[config.mk]
export PLATFORM = sky130hd
export DESIGN_NAME = udep_core
export DESIGN_NICKNAME = d
export VERILOG_FILES = /design/src/design/udep_pkg.sv /design/src/design/udep_core.sv /design/src/design/udep_fifo.sv
export VERILOG_INCLUDE_DIRS = /design/src /design/src/design
export SDC_FILE = /design/constraint.sdc
export NUM_CORES = 2
export LEC_CHECK = 0
export BUFFER_PORTS_ARGS = -buffer_cell sky130_fd_sc_hd__buf_2
export CORE_AREA = 2 2 323 485
export CTS_CLUSTER_SIZE = 10
export DETAILED_ROUTE_END_ITERATION = 7
export DIE_AREA = 0 0 325 487
export PLACE_DENSITY = 0.4
export SYNTH_ARGS = -nofsm -noshare
export SYNTH_HDL_FRONTEND = slang
export SYNTH_SLANG_ARGS = --single-unit
[constraint.sdc]
create_clock -name clock -period 24.9 [get_ports clock]
set_clock_uncertainty 0.1 [all_clocks]
set_input_delay 3.735 -clock clock [delete_from_list [all_inputs] [get_ports clock]]
set_output_delay 3.735 -clock clock [all_outputs]
set_load 0.01 [all_outputs]
[src/design/udep_map.svh]
// Purpose: constants of the endpoint buffer and dma handshake block
// Assumes: included by its bare name
// Notes: definitions only
`ifndef UDEP_MAP_SVH
`define UDEP_MAP_SVH

`define UDEP_EP_COUNT 16
`define UDEP_CTRL_OUT 4'h0
`define UDEP_CTRL_IN 4'h1
`define UDEP_FIRST_DMA_EP 4'h2
`define UDEP_CTRL_EN_MASK 16'h0003
`define UDEP_CTRL_DIR_MASK 16'h0002
`define UDEP_CTRL_BYTES 11'h040
`define UDEP_MAX_STORAGE 16'h099E
`define UDEP_NONISO_MAX_CODE 4'h3
`define UDEP_NONISO_BASE 11'h008
`define UDEP_CFG_SEQ_DONE 5'h10
`define UDEP_FIFO_WIDTH 12
`define UDEP_FIFO_DEPTH 8
`define UDEP_ST_EN 0
`define UDEP_ST_DIR 1
`define UDEP_ST_ISO 2
`define UDEP_ST_DBL 3
`define UDEP_ST_PING 4
`define UDEP_ST_PONG 5
`define UDEP_ST_EVT 6
`define UDEP_ST_LOCK 7

`endif

[src/design/udep_pkg.sv]
// Purpose: shared types of the endpoint buffer and dma handshake block
// Assumes: nothing
// Notes: used as udep_pkg::name
package udep_pkg;

	typedef enum logic [1:0] {
		UDEP_CMD_VALIDATE,
		UDEP_CMD_CLEAR,
		UDEP_CMD_ACK_SETUP,
		UDEP_CMD_READ_STATUS
	} udep_cmd_t;

	typedef enum logic [1:0] {
		UDEP_BURST_RUN,
		UDEP_BURST_WAIT
	} udep_burst_t;

endpackage : udep_pkg

[src/design/udep_core.sv]
// Purpose: endpoint buffer manager and dma handshake of a usb device
// Assumes: all inputs synchronous to clock; sie and firmware give pulses
// Notes: indices 0/1 are control out/in, 2..15 are endpoints 1..14
`timescale 1ns/1ps
`include "udep_map.svh"

module udep_core (
	// clock and resets
	input wire logic clock,
	input wire logic rst,
	input wire logic usb_bus_reset,
	// endpoint configuration
	input wire logic cfg_write,
	input wire logic [3:0] cfg_index,
	input wire logic endpoint_buffer_enable,
	input wire logic endpoint_direction_bit,
	input wire logic endpoint_isochronous_select,
	input wire logic cfg_double_buffer,
	input wire logic [3:0] endpoint_size_code,
	output logic config_complete,
	output logic [15:0] alloc_total_bytes,
	output logic alloc_overflow,
	output logic cfg_reserved_size,
	// dma configuration
	input wire logic dma_enable_set,
	input wire logic dma_enable_clear,
	input wire logic [3:0] dma_endpoint_index,
	input wire logic [4:0] dma_burst_bytes,
	input wire logic [15:0] dma_byte_count,
	output logic dma_handler_enable,
	output logic dma_transfer_done,
	// dma handshake pins
	input wire logic single_dma_channel_select,
	output logic periph_dma_request,
	input wire logic periph_dma_acknowledge,
	output logic host_dma_request_pin,
	input wire logic host_dma_acknowledge_pin,
	input wire logic host_ctrl_dma_request,
	output logic host_ctrl_dma_acknowledge,
	input wire logic dma_write_strobe,
	input wire logic [7:0] dma_write_data,
	input wire logic dma_read_strobe,
	output logic [7:0] dma_read_data,
	// buffer memory side
	output logic mem_wr_valid,
	input wire logic mem_wr_ready,
	output logic [3:0] mem_wr_endpoint,
	output logic [7:0] mem_wr_byte,
	output logic mem_rd_strobe,
	input wire logic [7:0] mem_rd_byte,
	// serial engine events
	input wire logic sie_tx_done,
	input wire logic sie_rx_done,
	input wire logic sie_setup,
	input wire logic [3:0] sie_endpoint,
	input wire logic [9:0] sie_rx_length,
	output logic [15:0] buf_ping_full,
	output logic [15:0] buf_pong_full,
	// firmware commands
	input wire logic cmd_valid,
	input wire udep_pkg::udep_cmd_t cmd_op,
	input wire logic [3:0] cmd_endpoint,
	output logic cmd_refused,
	output logic [7:0] status_byte,
	output logic [15:0] endpoint_event_flag
);

	logic [15:0] ep_en_ff;
	logic [15:0] ep_dir_ff;
	logic [15:0] ep_iso_ff;
	logic [15:0] ep_dbl_ff;
	logic [3:0] ep_size_ff [`UDEP_EP_COUNT];
	logic [9:0] len_ping_ff [`UDEP_EP_COUNT];
	logic [9:0] len_pong_ff [`UDEP_EP_COUNT];
	logic [4:0] cfg_seq_ff;
	logic cfg_done_ff;
	logic dma_en_ff;
	logic [15:0] dma_cnt_ff;
	logic [4:0] burst_cnt_ff;
	udep_pkg::udep_burst_t burst_st_ff;
	logic dma_sel_ff;
	logic [10:0] dma_len_ff;
	logic [15:0] ping_ff;
	logic [15:0] pong_ff;
	logic [15:0] nxt_ping;
	logic [15:0] nxt_pong;
	logic [1:0] setup_lock_ff;
	logic [15:0] evt_ff;
	logic [7:0] rd_data_ff;
	logic [7:0] status_ff;
	logic refused_ff;
	logic done_ff;
	logic [15:0] alloc_sum;
	logic ack;
	logic req;
	logic acc;
	logic ep_ok;
	logic tx_mode;
	logic cur_full;
	logic fifo_in_ready;
	logic [10:0] max_pkt;
	logic [10:0] rx_pkt;
	logic burst_hit;
	logic term_now;
	logic fin_tx;
	logic fin_rx;
	logic cmd_lock;
	logic cfg_flush;
	logic [3:0] di;
	logic [11:0] fifo_out;

	// max packet bytes from size code
	function automatic logic [10:0] udep_size_bytes(input logic iso, input logic [3:0] code);
		logic [10:0] r;
		r = '0;
		if (!iso)
			r = (code <= `UDEP_NONISO_MAX_CODE) ? (`UDEP_NONISO_BASE << code) : 11'h000;
		else
			case (code)
				4'h0: r = 11'h010;
				4'h1: r = 11'h020;
				4'h2: r = 11'h030;
				4'h3: r = 11'h040;
				4'h4: r = 11'h060;
				4'h5: r = 11'h080;
				4'h6: r = 11'h0A0;
				4'h7: r = 11'h0C0;
				4'h8: r = 11'h100;
				4'h9: r = 11'h140;
				4'hA: r = 11'h180;
				4'hB: r = 11'h200;
				4'hC: r = 11'h280;
				4'hD: r = 11'h300;
				4'hE: r = 11'h380;
				default: r = 11'h3FF;
			endcase
		return r;
	endfunction : udep_size_bytes

	// physical storage of enabled endpoints
	always_comb
	begin
		alloc_sum = '0;
		for (int i = 0; i < `UDEP_EP_COUNT; i++)
		begin
			if (i < 2)
				alloc_sum = alloc_sum + 16'(`UDEP_CTRL_BYTES);
			else if (ep_en_ff[i])
				alloc_sum = alloc_sum + (16'(udep_size_bytes(ep_iso_ff[i], ep_size_ff[i])) << ep_dbl_ff[i]);
		end
	end

	assign alloc_total_bytes = alloc_sum;
	assign alloc_overflow = (alloc_sum > `UDEP_MAX_STORAGE);
	assign cfg_reserved_size = ~endpoint_isochronous_select & (endpoint_size_code > `UDEP_NONISO_MAX_CODE);
	assign config_complete = cfg_done_ff;

	// endpoint configuration, control pair fixed
	always_ff @(posedge clock)
	begin
		if (rst || usb_bus_reset)
		begin
			ep_en_ff <= `UDEP_CTRL_EN_MASK;
			ep_dir_ff <= `UDEP_CTRL_DIR_MASK;
			ep_iso_ff <= '0;
			ep_dbl_ff <= '0;
			for (int i = 0; i < `UDEP_EP_COUNT; i++)
				ep_size_ff[i] <= '0;
		end
		else if (cfg_write && cfg_index >= `UDEP_FIRST_DMA_EP)
		begin
			ep_en_ff[cfg_index] <= endpoint_buffer_enable;
			ep_dir_ff[cfg_index] <= endpoint_direction_bit;
			ep_iso_ff[cfg_index] <= endpoint_isochronous_select;
			ep_dbl_ff[cfg_index] <= cfg_double_buffer;
			ep_size_ff[cfg_index] <= endpoint_size_code;
		end
	end

	// in-order configuration sequence
	always_ff @(posedge clock)
	begin
		if (rst || usb_bus_reset)
		begin
			cfg_seq_ff <= '0;
			cfg_done_ff <= 1'b0;
		end
		else if (cfg_write)
		begin
			if ({1'b0, cfg_index} == cfg_seq_ff)
				cfg_seq_ff <= cfg_seq_ff + 5'h01;
			else
				cfg_seq_ff <= (cfg_index == `UDEP_CTRL_OUT) ? 5'h01 : 5'h00;
			cfg_done_ff <= ({1'b0, cfg_index} == cfg_seq_ff) && (cfg_seq_ff == `UDEP_CFG_SEQ_DONE - 5'h01);
		end
	end

	assign cfg_flush = cfg_write && (cfg_index >= `UDEP_FIRST_DMA_EP) && ((|ping_ff) || (|pong_ff)) &&
		((ep_en_ff[cfg_index] != endpoint_buffer_enable) || (ep_iso_ff[cfg_index] != endpoint_isochronous_select)
		|| (ep_size_ff[cfg_index] != endpoint_size_code) || (ep_dbl_ff[cfg_index] != cfg_double_buffer));

	// dma selection and handshake
	assign di = dma_endpoint_index;
	assign ep_ok = (di >= `UDEP_FIRST_DMA_EP) && ep_en_ff[di];
	assign tx_mode = ep_dir_ff[di];
	assign cur_full = dma_sel_ff ? pong_ff[di] : ping_ff[di];
	assign max_pkt = udep_size_bytes(ep_iso_ff[di], ep_size_ff[di]);
	assign rx_pkt = {1'b0, (dma_sel_ff ? len_pong_ff[di] : len_ping_ff[di])};
	assign req = dma_en_ff && ep_ok && (burst_st_ff == udep_pkg::UDEP_BURST_RUN) &&
		(tx_mode ? (!cur_full && fifo_in_ready) : cur_full);
	assign ack = single_dma_channel_select ? host_dma_acknowledge_pin : periph_dma_acknowledge;
	assign acc = ack && req && (tx_mode ? dma_write_strobe : dma_read_strobe);
	assign periph_dma_request = single_dma_channel_select ? 1'b0 : req;
	assign host_dma_request_pin = single_dma_channel_select ? req : host_ctrl_dma_request;
	assign host_ctrl_dma_acknowledge = single_dma_channel_select ? 1'b0 : host_dma_acknowledge_pin;
	assign burst_hit = acc && ((burst_cnt_ff + 5'h01) >= ((dma_burst_bytes == 5'h00) ? 5'h01 : dma_burst_bytes));
	assign term_now = dma_en_ff && (dma_enable_clear || (acc && dma_cnt_ff == 16'h0001));
	assign fin_tx = tx_mode && ((acc && (dma_len_ff + 11'h001 >= max_pkt)) ||
		(term_now && (dma_len_ff != 11'h000 || acc)));
	assign fin_rx = !tx_mode && ((acc && (dma_len_ff + 11'h001 >= rx_pkt)) || (term_now && cur_full));
	assign mem_rd_strobe = acc && !tx_mode;
	assign dma_handler_enable = dma_en_ff;
	assign dma_transfer_done = done_ff;
	assign dma_read_data = rd_data_ff;

	// handler enable and byte counter
	always_ff @(posedge clock)
	begin
		if (rst || usb_bus_reset)
		begin
			dma_en_ff <= 1'b0;
			dma_cnt_ff <= '0;
			done_ff <= 1'b0;
		end
		else
		begin
			done_ff <= term_now;
			if (term_now)
				dma_en_ff <= 1'b0;
			else if (dma_enable_set)
				dma_en_ff <= 1'b1;
			if (dma_enable_set && !dma_en_ff)
				dma_cnt_ff <= dma_byte_count;
			else if (acc && dma_cnt_ff != 16'h0000)
				dma_cnt_ff <= dma_cnt_ff - 16'h0001;
		end
	end

	// burst length pacing
	always_ff @(posedge clock)
	begin
		if (rst || usb_bus_reset)
		begin
			burst_st_ff <= udep_pkg::UDEP_BURST_RUN;
			burst_cnt_ff <= '0;
		end
		else
			case (burst_st_ff)
				udep_pkg::UDEP_BURST_RUN:
				begin
					if (burst_hit)
					begin
						burst_st_ff <= udep_pkg::UDEP_BURST_WAIT;
						burst_cnt_ff <= '0;
					end
					else if (acc || !ack)
						burst_cnt_ff <= ack ? burst_cnt_ff + 5'h01 : 5'h00;
				end
				udep_pkg::UDEP_BURST_WAIT:
				begin
					if (!ack)
						burst_st_ff <= udep_pkg::UDEP_BURST_RUN;
				end
				default:
					burst_st_ff <= udep_pkg::UDEP_BURST_RUN;
			endcase
	end

	// dma position within the current buffer
	always_ff @(posedge clock)
	begin
		if (rst || usb_bus_reset || cfg_flush)
		begin
			dma_sel_ff <= 1'b0;
			dma_len_ff <= '0;
		end
		else if (!dma_en_ff)
			dma_sel_ff <= ep_dbl_ff[di] & (ep_dir_ff[di] ? ping_ff[di] : ~ping_ff[di]);
		else if (fin_tx || fin_rx)
		begin
			dma_sel_ff <= ep_dbl_ff[di] ? ~dma_sel_ff : 1'b0;
			dma_len_ff <= '0;
		end
		else if (acc)
			dma_len_ff <= dma_len_ff + 11'h001;
	end

	// read data to the dma controller
	always_ff @(posedge clock)
	begin
		if (rst)
			rd_data_ff <= '0;
		else if (acc && !tx_mode)
			rd_data_ff <= mem_rd_byte;
	end

	// received packet lengths
	always_ff @(posedge clock)
	begin
		if (sie_setup)
			len_ping_ff[`UDEP_CTRL_OUT] <= sie_rx_length;
		else if (sie_rx_done && !ping_ff[sie_endpoint])
			len_ping_ff[sie_endpoint] <= sie_rx_length;
		else if (sie_rx_done && ep_dbl_ff[sie_endpoint])
			len_pong_ff[sie_endpoint] <= sie_rx_length;
	end

	assign cmd_lock = (cmd_endpoint < `UDEP_FIRST_DMA_EP) && (|setup_lock_ff);

	// buffer full flags: clears first, sets win, cfg_flush clears all last
	always_comb
	begin
		nxt_ping = ping_ff;
		nxt_pong = pong_ff;
		if (cmd_valid && cmd_op == udep_pkg::UDEP_CMD_CLEAR && !cmd_lock && !ep_dir_ff[cmd_endpoint])
		begin
			if (ping_ff[cmd_endpoint])
				nxt_ping[cmd_endpoint] = 1'b0;
			else
				nxt_pong[cmd_endpoint] = 1'b0;
		end
		if (sie_tx_done)
		begin
			if (ping_ff[sie_endpoint])
				nxt_ping[sie_endpoint] = 1'b0;
			else
				nxt_pong[sie_endpoint] = 1'b0;
		end
		if (fin_rx)
		begin
			if (dma_sel_ff)
				nxt_pong[di] = 1'b0;
			else
				nxt_ping[di] = 1'b0;
		end
		if (sie_setup)
			nxt_ping[`UDEP_CTRL_IN] = 1'b0;
		if (cmd_valid && cmd_op == udep_pkg::UDEP_CMD_VALIDATE && !cmd_lock && ep_dir_ff[cmd_endpoint])
		begin
			if (!ping_ff[cmd_endpoint])
				nxt_ping[cmd_endpoint] = 1'b1;
			else if (ep_dbl_ff[cmd_endpoint])
				nxt_pong[cmd_endpoint] = 1'b1;
		end
		if (sie_rx_done && ep_en_ff[sie_endpoint])
		begin
			if (!ping_ff[sie_endpoint])
				nxt_ping[sie_endpoint] = 1'b1;
			else if (ep_dbl_ff[sie_endpoint])
				nxt_pong[sie_endpoint] = 1'b1;
		end
		if (fin_tx)
		begin
			if (dma_sel_ff)
				nxt_pong[di] = 1'b1;
			else
				nxt_ping[di] = 1'b1;
		end
		if (sie_setup)
			nxt_ping[`UDEP_CTRL_OUT] = 1'b1;
		if (cfg_flush)
		begin
			nxt_ping = '0;
			nxt_pong = '0;
		end
	end

	always_ff @(posedge clock)
	begin
		if (rst || usb_bus_reset)
		begin
			ping_ff <= '0;
			pong_ff <= '0;
		end
		else
		begin
			ping_ff <= nxt_ping & ep_en_ff;
			pong_ff <= nxt_pong & ep_en_ff & ep_dbl_ff;
		end
	end

	assign buf_ping_full = ping_ff;
	assign buf_pong_full = pong_ff;

	// setup lock on the control pair
	always_ff @(posedge clock)
	begin
		if (rst || usb_bus_reset)
			setup_lock_ff <= '0;
		else if (sie_setup)
			setup_lock_ff <= 2'h3;
		else if (cmd_valid && cmd_op == udep_pkg::UDEP_CMD_ACK_SETUP && cmd_endpoint < `UDEP_FIRST_DMA_EP)
			setup_lock_ff[cmd_endpoint[0]] <= 1'b0;
	end

	// endpoint event flags
	always_ff @(posedge clock)
	begin
		if (rst || usb_bus_reset)
			evt_ff <= '0;
		else
			for (int i = 0; i < `UDEP_EP_COUNT; i++)
				if ((sie_tx_done || sie_rx_done) && sie_endpoint == 4'(i))
					evt_ff[i] <= 1'b1;
				else if (sie_setup && i == 0)
					evt_ff[i] <= 1'b1;
				else if (cmd_valid && cmd_op == udep_pkg::UDEP_CMD_READ_STATUS && cmd_endpoint == 4'(i))
					evt_ff[i] <= 1'b0;
	end

	assign endpoint_event_flag = evt_ff;

	// status byte and command refusal
	always_ff @(posedge clock)
	begin
		if (rst || usb_bus_reset)
		begin
			status_ff <= '0;
			refused_ff <= 1'b0;
		end
		else
		begin
			refused_ff <= cmd_valid && cmd_lock &&
				(cmd_op == udep_pkg::UDEP_CMD_VALIDATE || cmd_op == udep_pkg::UDEP_CMD_CLEAR);
			if (cmd_valid && cmd_op == udep_pkg::UDEP_CMD_READ_STATUS)
			begin
				status_ff[`UDEP_ST_EN] <= ep_en_ff[cmd_endpoint];
				status_ff[`UDEP_ST_DIR] <= ep_dir_ff[cmd_endpoint];
				status_ff[`UDEP_ST_ISO] <= ep_iso_ff[cmd_endpoint];
				status_ff[`UDEP_ST_DBL] <= ep_dbl_ff[cmd_endpoint];
				status_ff[`UDEP_ST_PING] <= ping_ff[cmd_endpoint];
				status_ff[`UDEP_ST_PONG] <= pong_ff[cmd_endpoint];
				status_ff[`UDEP_ST_EVT] <= evt_ff[cmd_endpoint];
				status_ff[`UDEP_ST_LOCK] <= (cmd_endpoint < `UDEP_FIRST_DMA_EP) && (|setup_lock_ff);
			end
		end
	end

	assign status_byte = status_ff;
	assign cmd_refused = refused_ff;

	// write data path toward buffer memory
	udep_fifo #(
		.WIDTH(`UDEP_FIFO_WIDTH),
		.DEPTH(`UDEP_FIFO_DEPTH)
	) u_fifo (
		.clock(clock),
		.rst(rst),
		.in_valid(acc && tx_mode),
		.in_ready(fifo_in_ready),
		.in_data({di, dma_write_data}),
		.out_valid(mem_wr_valid),
		.out_ready(mem_wr_ready),
		.out_data(fifo_out)
	);

	assign mem_wr_endpoint = fifo_out[11:8];
	assign mem_wr_byte = fifo_out[7:0];

endmodule : udep_core

[src/design/udep_fifo.sv]
// Purpose: small fifo between dma write strobes and buffer memory
// Assumes: one clock, synchronous active high reset
// Notes: full and empty are exact; ready low stalls the source
`timescale 1ns/1ps
module udep_fifo #(
	parameter int WIDTH = 12,
	parameter int DEPTH = 8
) (
	// clock and reset
	input wire logic clock,
	input wire logic rst,
	// filling side
	input wire logic in_valid,
	output logic in_ready,
	input wire logic [WIDTH-1:0] in_data,
	// draining side
	output logic out_valid,
	input wire logic out_ready,
	output logic [WIDTH-1:0] out_data
);

	localparam int AW = $clog2(DEPTH);

	logic [WIDTH-1:0] mem_ff [DEPTH];
	logic [AW-1:0] wr_ptr_ff;
	logic [AW-1:0] rd_ptr_ff;
	logic [AW:0] count_ff;
	logic push;
	logic pop;

	assign in_ready = (count_ff != (AW+1)'(DEPTH)) ? 1'b1 : 1'b0;
	assign out_valid = (count_ff != '0);
	assign out_data = mem_ff[rd_ptr_ff];
	assign push = in_valid & in_ready;
	assign pop = out_valid & out_ready;

	// storage
	always_ff @(posedge clock)
	begin
		if (push)
			mem_ff[wr_ptr_ff] <= in_data;
	end

	// pointers and fill level
	always_ff @(posedge clock)
	begin
		if (rst)
		begin
			wr_ptr_ff <= '0;
			rd_ptr_ff <= '0;
			count_ff <= '0;
		end
		else
		begin
			if (push)
				wr_ptr_ff <= (wr_ptr_ff == AW'(DEPTH - 1)) ? '0 : wr_ptr_ff + AW'(1);
			if (pop)
				rd_ptr_ff <= (rd_ptr_ff == AW'(DEPTH - 1)) ? '0 : rd_ptr_ff + AW'(1);
			if (push && !pop)
				count_ff <= count_ff + (AW+1)'(1);
			else if (pop && !push)
				count_ff <= count_ff - (AW+1)'(1);
		end
	end

endmodule : udep_fifo

Word-level counts from Yosys, hierarchy flattened --
Memories as Yosys holds them, arrays and structs flattened. A register that Yosys moved wholly into a read port is not among the register bits. Cells that the tools add are included.
Word-level totals: bits in read-only memories 2400, bits in registers 184, input bits 90, bits in writable memories 480, memories 19
Memories:
- (no name shown) | depth 16, width 10, rd ports 1, clocked after memory_dff 0, write ports 0, line udep_core.sv:119 | case (code)
- (no name shown) | depth 16, width 10, rd ports 1, clocked after memory_dff 0, write ports 0, line udep_core.sv:119
- (no name shown) | depth 16, width 10, rd ports 1, clocked after memory_dff 0, write ports 0, line udep_core.sv:119
- (no name shown) | depth 16, width 10, rd ports 1, clocked after memory_dff 0, write ports 0, line udep_core.sv:119
- (no name shown) | depth 16, width 10, rd ports 1, clocked after memory_dff 0, write ports 0, line udep_core.sv:119
- (no name shown) | depth 16, width 10, rd ports 1, clocked after memory_dff 0, write ports 0, line udep_core.sv:119
- +13 memories
Cells by class: mux-type cells 229, $add $sub $neg 22, order comparisons 33, equal/unequal tests 47, reduce and logical (&&, ||, !) cells 140, bitwise operators 27, shift-type cells 29
Operators with widths (number):
- $mux 16 | 44
- $mux 11 | 46
- $shl 11x1->16 | 14
- $add 16x16->16 | 13
- $shl 4x4->11 const A | 15
- $and 16x16->16 | 9
- $or 16x16->16 | 6
- $mux 1 | 90
- $logic_and 1x1->1 | 78
- $bmux 1 s4 | 19
- $bwmux 16 | 4
- $eq 4x4->1 const B | 16
- $le 4x2->1 const B | 15
- $not 16->16 | 3
- $reduce_bool 2->1 | 20
- $eq 4x3->1 const B | 8
- $reduce_or 16->1 | 2
- $mux 5 | 5
- $lt 4x5->1 const B | 4
- $mux 10 | 2
- $mux 4 | 5
- $add 8x16->16 const A | 1
- $demux 1 s4 | 4
- $eq 16x1->1 const B | 1
- 49 further kinds | 103

Logic depth before layout (Yosys ltp) --
An unclocked memory read counts as a cell.
word-level depth 35, gate-level depth with buffers 79, depth with buffers taken out 79

By module --
A second synthesis with hierarchy kept.
Second synthesis, totals: cell total of the unflattened synthesis 4248, area, all modules 46042.9 µm²
Modules (own cells, without submodules):
- udep_core | area an instance 41700.0 µm², times used 1, cells each 4034
- udep_fifo | area an instance 4342.9 µm², times used 1, cells each 214

Least setup slack after synthesis --
OpenSTA, ideal clock, no wires.
kind register to output, from memory ep_size_ff[2][0], to output alloc_overflow, data required time 21.065 ns, arrival time 15.082 ns, setup slack 5.983 ns, stages on the path, launching flop included 68, cell sequence edfxtp_1 ha_1 nand4_1 nor2_1 ha_1 a21oi_1 mux2i_1 nand2_1 ha_1 a21o_1 nor3_1 o31ai_1 a21oi_1 xnor2_1 mux2_2 ha_1 o21a_1 o21ai_0 (+32 left out) xor2_1 mux2_2 ha_1 xor2_1 mux2_2 ha_1 xor2_1 mux2_2 ha_1 xor2_1 mux2_2 ha_1 a21o_1 a21oi_1 a2111oi_4 xnor3_1 a2111oi_2 nand3_1
RTL lines:
- start, declared | line udep_core.sv:72 | logic [3:0] ep_size_ff [`UDEP_EP_COUNT];
- end, declared | line udep_core.sv:22 | output logic alloc_overflow,

Worst setup path after layout --
from register ep_iso_ff[2], to output alloc_overflow
On the way: longest elaborated chain between the ends 32
RTL lines:
- start, declared | line udep_core.sv:70 | logic [15:0] ep_iso_ff;
- start signal, assigned by index | line udep_core.sv:174 | ep_iso_ff[cfg_index] <= endpoint_isochronous_select;
- $mux 11 (*) | line udep_core.sv:116 | if (!iso)
- $mux 11 (*) | line udep_core.sv:148 | else if (ep_en_ff[i])
- $shl 11x1->16 (*) | line udep_core.sv:149 | alloc_sum = alloc_sum + (16'(udep_size_bytes(ep_iso_ff[i], ep_size_ff[i])) << ep_dbl_ff[i]);
- $add 8x16->16 (*) | line udep_core.sv:149
- $mux 16 (*) | line udep_core.sv:148
- $add 16x16->16 | line udep_core.sv:149
- $mux 16 (*) | line udep_core.sv:148
- $add 16x16->16 | line udep_core.sv:149
- (+16 left out)
- $mux 16 (*) | line udep_core.sv:148
- $add 16x16->16 | line udep_core.sv:149
- $mux 16 (*) | line udep_core.sv:148
- $add 16x16->16 | line udep_core.sv:149
- $mux 16 (*) | line udep_core.sv:148
- $add 16x16->16 | line udep_core.sv:149
- $mux 16 (*) | line udep_core.sv:148
- $gt 16x12->1 (no source line) (*)
Every way passes the cells marked *; elsewhere a longest branch is shown, timed or not. The select of a mux whose other input is x is not followed.

==> impl_results.md <==
- I/O pin count: 193
- Reg clk slew, reported paths: 0.06 ns
- CORE AREA: 0.1544 mm^2
- Antenna Nets Post-Route: 0
- Post-synthesis sequential area ratio: 0.3949
- Unrepaired setup endpoints after global routing: no
- Critical path type: register to primary output
- Iter 0 DRT Violations: 2480
- H-tree depth: 3
- Setup ws final: 2.792 ns
- Die ar.: 0.1583 mm^2
- Leakage power: 19.62 nW
- Vias per cell: 5.406
- Layout cell share with drive strength beyond 1: 0.1800
- Hold WC Path Type: register to register
- Post-Synthesis Cells: 4266
- CTS tree: done
- Rows: 177
- Period utilization: 0.8879
- Max-cap check violation count: 0
- CTS buffer count: 80
- Setup Buffers After CTS: 0
- DIE WIDTH: 325 um
- CP Capture Type: primary output
- Worst-margin pin slew: 1.125 ns
- Die height: 487 um
- DP Wirelength: 127000 um
- Placed cell count: 6361
- Hold Violations, Final: 0
- # resized after CTS: 0
- Yosys cell types: 107
- Number of global-route vias before repair: 35550
- Final min period: 22.11 ns
- Pre-CTS setup slack: 3.632 ns
- Pwr Total: 0.002695 W
- Status: complete, no violations
- Peak Freq: 0.04523 GHz
- GRT Total Usage: 0.2073
- Synth Flop Type: edfxtp_1
- Final Max Tran Viols: 0
- Area Growth Syn to Fin: 12.56%
- Hold_buf cts: 0
- Pwr Density: 52.13 mW/mm^2
- Routed via count: 35110
- Finished Layout Cells: 6494
- CP dominant cell by count: ha_1
- Setup tns final: 0 ns
- Arr. time, crit path: 18.27 ns
- First-pass GRT wire length: 243400 um
- Commonest cells after routing, fill and taps aside: edfxtp_1, nor2_1, nand2_1
- Sink Count: 666
- Most common cell after layout, fill and taps aside: edfxtp_1
- Share of the core filled with cells: 0.3349
- WP data required: 21.06 ns
- RD Place Congestion: 0.9101
- Initial antenna violation count: 11
- Synthesized area per cell: 10.77 um^2
- Flops & latches, synth: 666
- Family with the most delay on the worst path: compound AO/OA/AOI/OAI gates
- Critical Path Source Type: register
- Area of the mapped netlist: 0.04593 mm^2
- Setup violators final: 0
- Total gr overflow: 0
- Root buf cell: clkbuf_16
- Async set-reset flop share out of synthesis: 0
- Largest net degree at the start of global routing: 48
- Routed Wire Length: 165700 um
- Drc violations: 0
- Port bufs: 192
- Critical path peak fanout: 19
- Synth Warn #: 0
- FILL cells: 15590
- Post-synth EDFFs: 480
- WL/cell: 25.52 um
- Worst VDD drop: 0.04669 mV
- Skew-Pair Late Insertion Delay: 0.71 ns
- Final Net Count: 4777
- Slowest stage delay, CP: 0.74 ns
- Starting Density: 0.2976
- Slowest stage cell, crit path: a311oi_1
- Bufs on Longest Clock Path: 3
- Relative slew slack: 0.2285
- DR pass1 iterations: 5
- Crit path buf inv count: 3
-- final cells by class --
| cell class | instances | area (um^2) | area share |
|---|---|---|---|
| Multi-Input combinational cell | 3165 | 26180 | 0.5064 |
| Sequential cell | 666 | 18140 | 0.3508 |
| Tap cell | 2058 | 2575 | 0.04981 |
| Clock buffer | 118 | 2206 | 0.04267 |
| Timing Repair Buffer | 279 | 1633 | 0.03158 |
| Inverter | 193 | 724.4 | 0.01401 |
| Clock inverter | 13 | 237.7 | 0.004598 |
| Antenna cell | 2 | 5.005 | 0.00009680 |
-- stage by stage --
| stage | instance area (um^2) | hold slack [ns] |
|---|---|---|
| after global routing | 51700 | 0.3719 |
| after CTS | 51700 | 0.3522 |
| after global placement | 49250 | 0.3389 |
| final | 51700 | 0.3487 |
| after floorplan | 46010 | 0.3287 |
| after detailed placement | 49250 | 0.3444 |
-- cells by family (layout without fill, tap and decap cells) --
group           after synthesis  count (layout)  share of synthesized area
simple gates               1232            1232                     0.1337
compound gates              987             987                     0.1439
flops                       666             666                     0.3949
buf+inv                     455             603                    0.03759
mux                         435             435                     0.1681
fa+ha+maj                   304             304                    0.08482
xor+xnor                    185             185                    0.03688
other cells                   2              24                  0.0001635
-- flip-flops by register name (all words and copies together), names as in the netlist, 64 cells and up, named ones only --
signal         count
u_fifo.mem_ff     96
len_pong_ff      160
len_ping_ff      160
ep_size_ff        64
-- Yosys cell counts (9+ instances only) --
cell | instances | area (um^2)
edfxtp_1 | 480 | 14410
nor2_1 | 321 | 1205
nand2_1 | 298 | 1119
ha_1 | 289 | 3616
o21ai_0 | 264 | 1321
mux4_2 | 258 | 5811
clkbuf_1 | 220 | 825.8
a21oi_1 | 205 | 1026
inv_1 | 187 | 701.9
dfxtp_1 | 186 | 3724
xnor2_1 | 108 | 945.9
nand3_1 | 105 | 525.5
mux2_2 | 103 | 1160
a22o_1 | 96 | 840.8
nor3_1 | 85 | 425.4
nor2b_1 | 83 | 519.3
and2_1 | 79 | 494.2
mux2i_1 | 71 | 710.7
xor2_1 | 71 | 621.9
nand2b_1 | 67 | 419.2
a21o_1 | 49 | 367.9
a221oi_1 | 48 | 420.4
nand4_1 | 42 | 262.8
buf_1 | 37 | 138.9
o31ai_1 | 37 | 277.8
o21bai_1 | 34 | 255.2
a211oi_1 | 33 | 247.7
o21a_1 | 32 | 240.2
a31oi_1 | 30 | 187.7
and3_1 | 25 | 156.4
o22ai_1 | 23 | 143.9
a22oi_1 | 20 | 150.1
nor4_1 | 20 | 125.1
and4_1 | 18 | 157.7
o311a_1 | 17 | 170.2
nand3b_1 | 15 | 112.6
or3_1 | 14 | 87.58
fa_1 | 13 | 260.3
nor3b_1 | 12 | 90.09
or2_2 | 11 | 68.82
a21boi_0 | 10 | 75.07
nor4b_1 | 10 | 87.58
o211ai_1 | 9 | 67.56
-- path summary, 6_finish.rpt --
kind | start | endpoint | slack, ns | cells after the start
max | ep_iso_ff[2] | alloc_overflow | 2.79 | 68
min | dma_read_data[0] | dma_read_data[0] | 0.35 | 2
max reg2reg | ep_size_ff[3][0] | buf_ping_full[7] | 18.08 | 25
min reg2reg | dma_read_data[0] | dma_read_data[0] | 0.35 | 2
-- worst register-to-register path, cell delays in order, from the launching register on --
cell      delay [ns]
edfxtp_1        0.52
mux4_2          0.61
mux2_2          0.29
o21ai_0         0.64
inv_1           0.30
ha_1            0.31
and3_1          0.23
inv_1           0.11
ha_1            0.24
nor2b_1         0.13
o21a_1          0.16
o21a_1          0.16
o21ai_0         0.15
nand2b_1        0.07
a21oi_1         0.14
nor2b_1         0.06
o21ai_0         0.14
nand2b_1        0.08
a21oi_1         0.15
nor2b_1         0.05
o21ai_0         0.17
a31oi_1         0.10
o21ai_0         0.52
nand2b_1        0.74
nor2_1          0.13
o311a_1         0.41
-- report_power, final --
part	internal, W	switching (W)	total [W]
Clock	0.000628	0.000492	0.00112
Sequential	0.00121	0.0000372	0.00124
Combinational	0.000141	0.000190	0.000332
-- layer usage --
metal / part of all wire / vias to the layer above / global-route usage / wire (um)
met1: 0.39 / 17540 / 0.2404 / 65280
met5: 0.00048 / - / 0 / 80
li1: - / 16410 / - / -
met2: 0.52 / 943 / 0.3797 / 85730
met4: 0.040 / 12 / 0.08273 / 6598
met3: 0.048 / 201 / 0.03160 / 8016
Power figures use the tool's default switching activity.
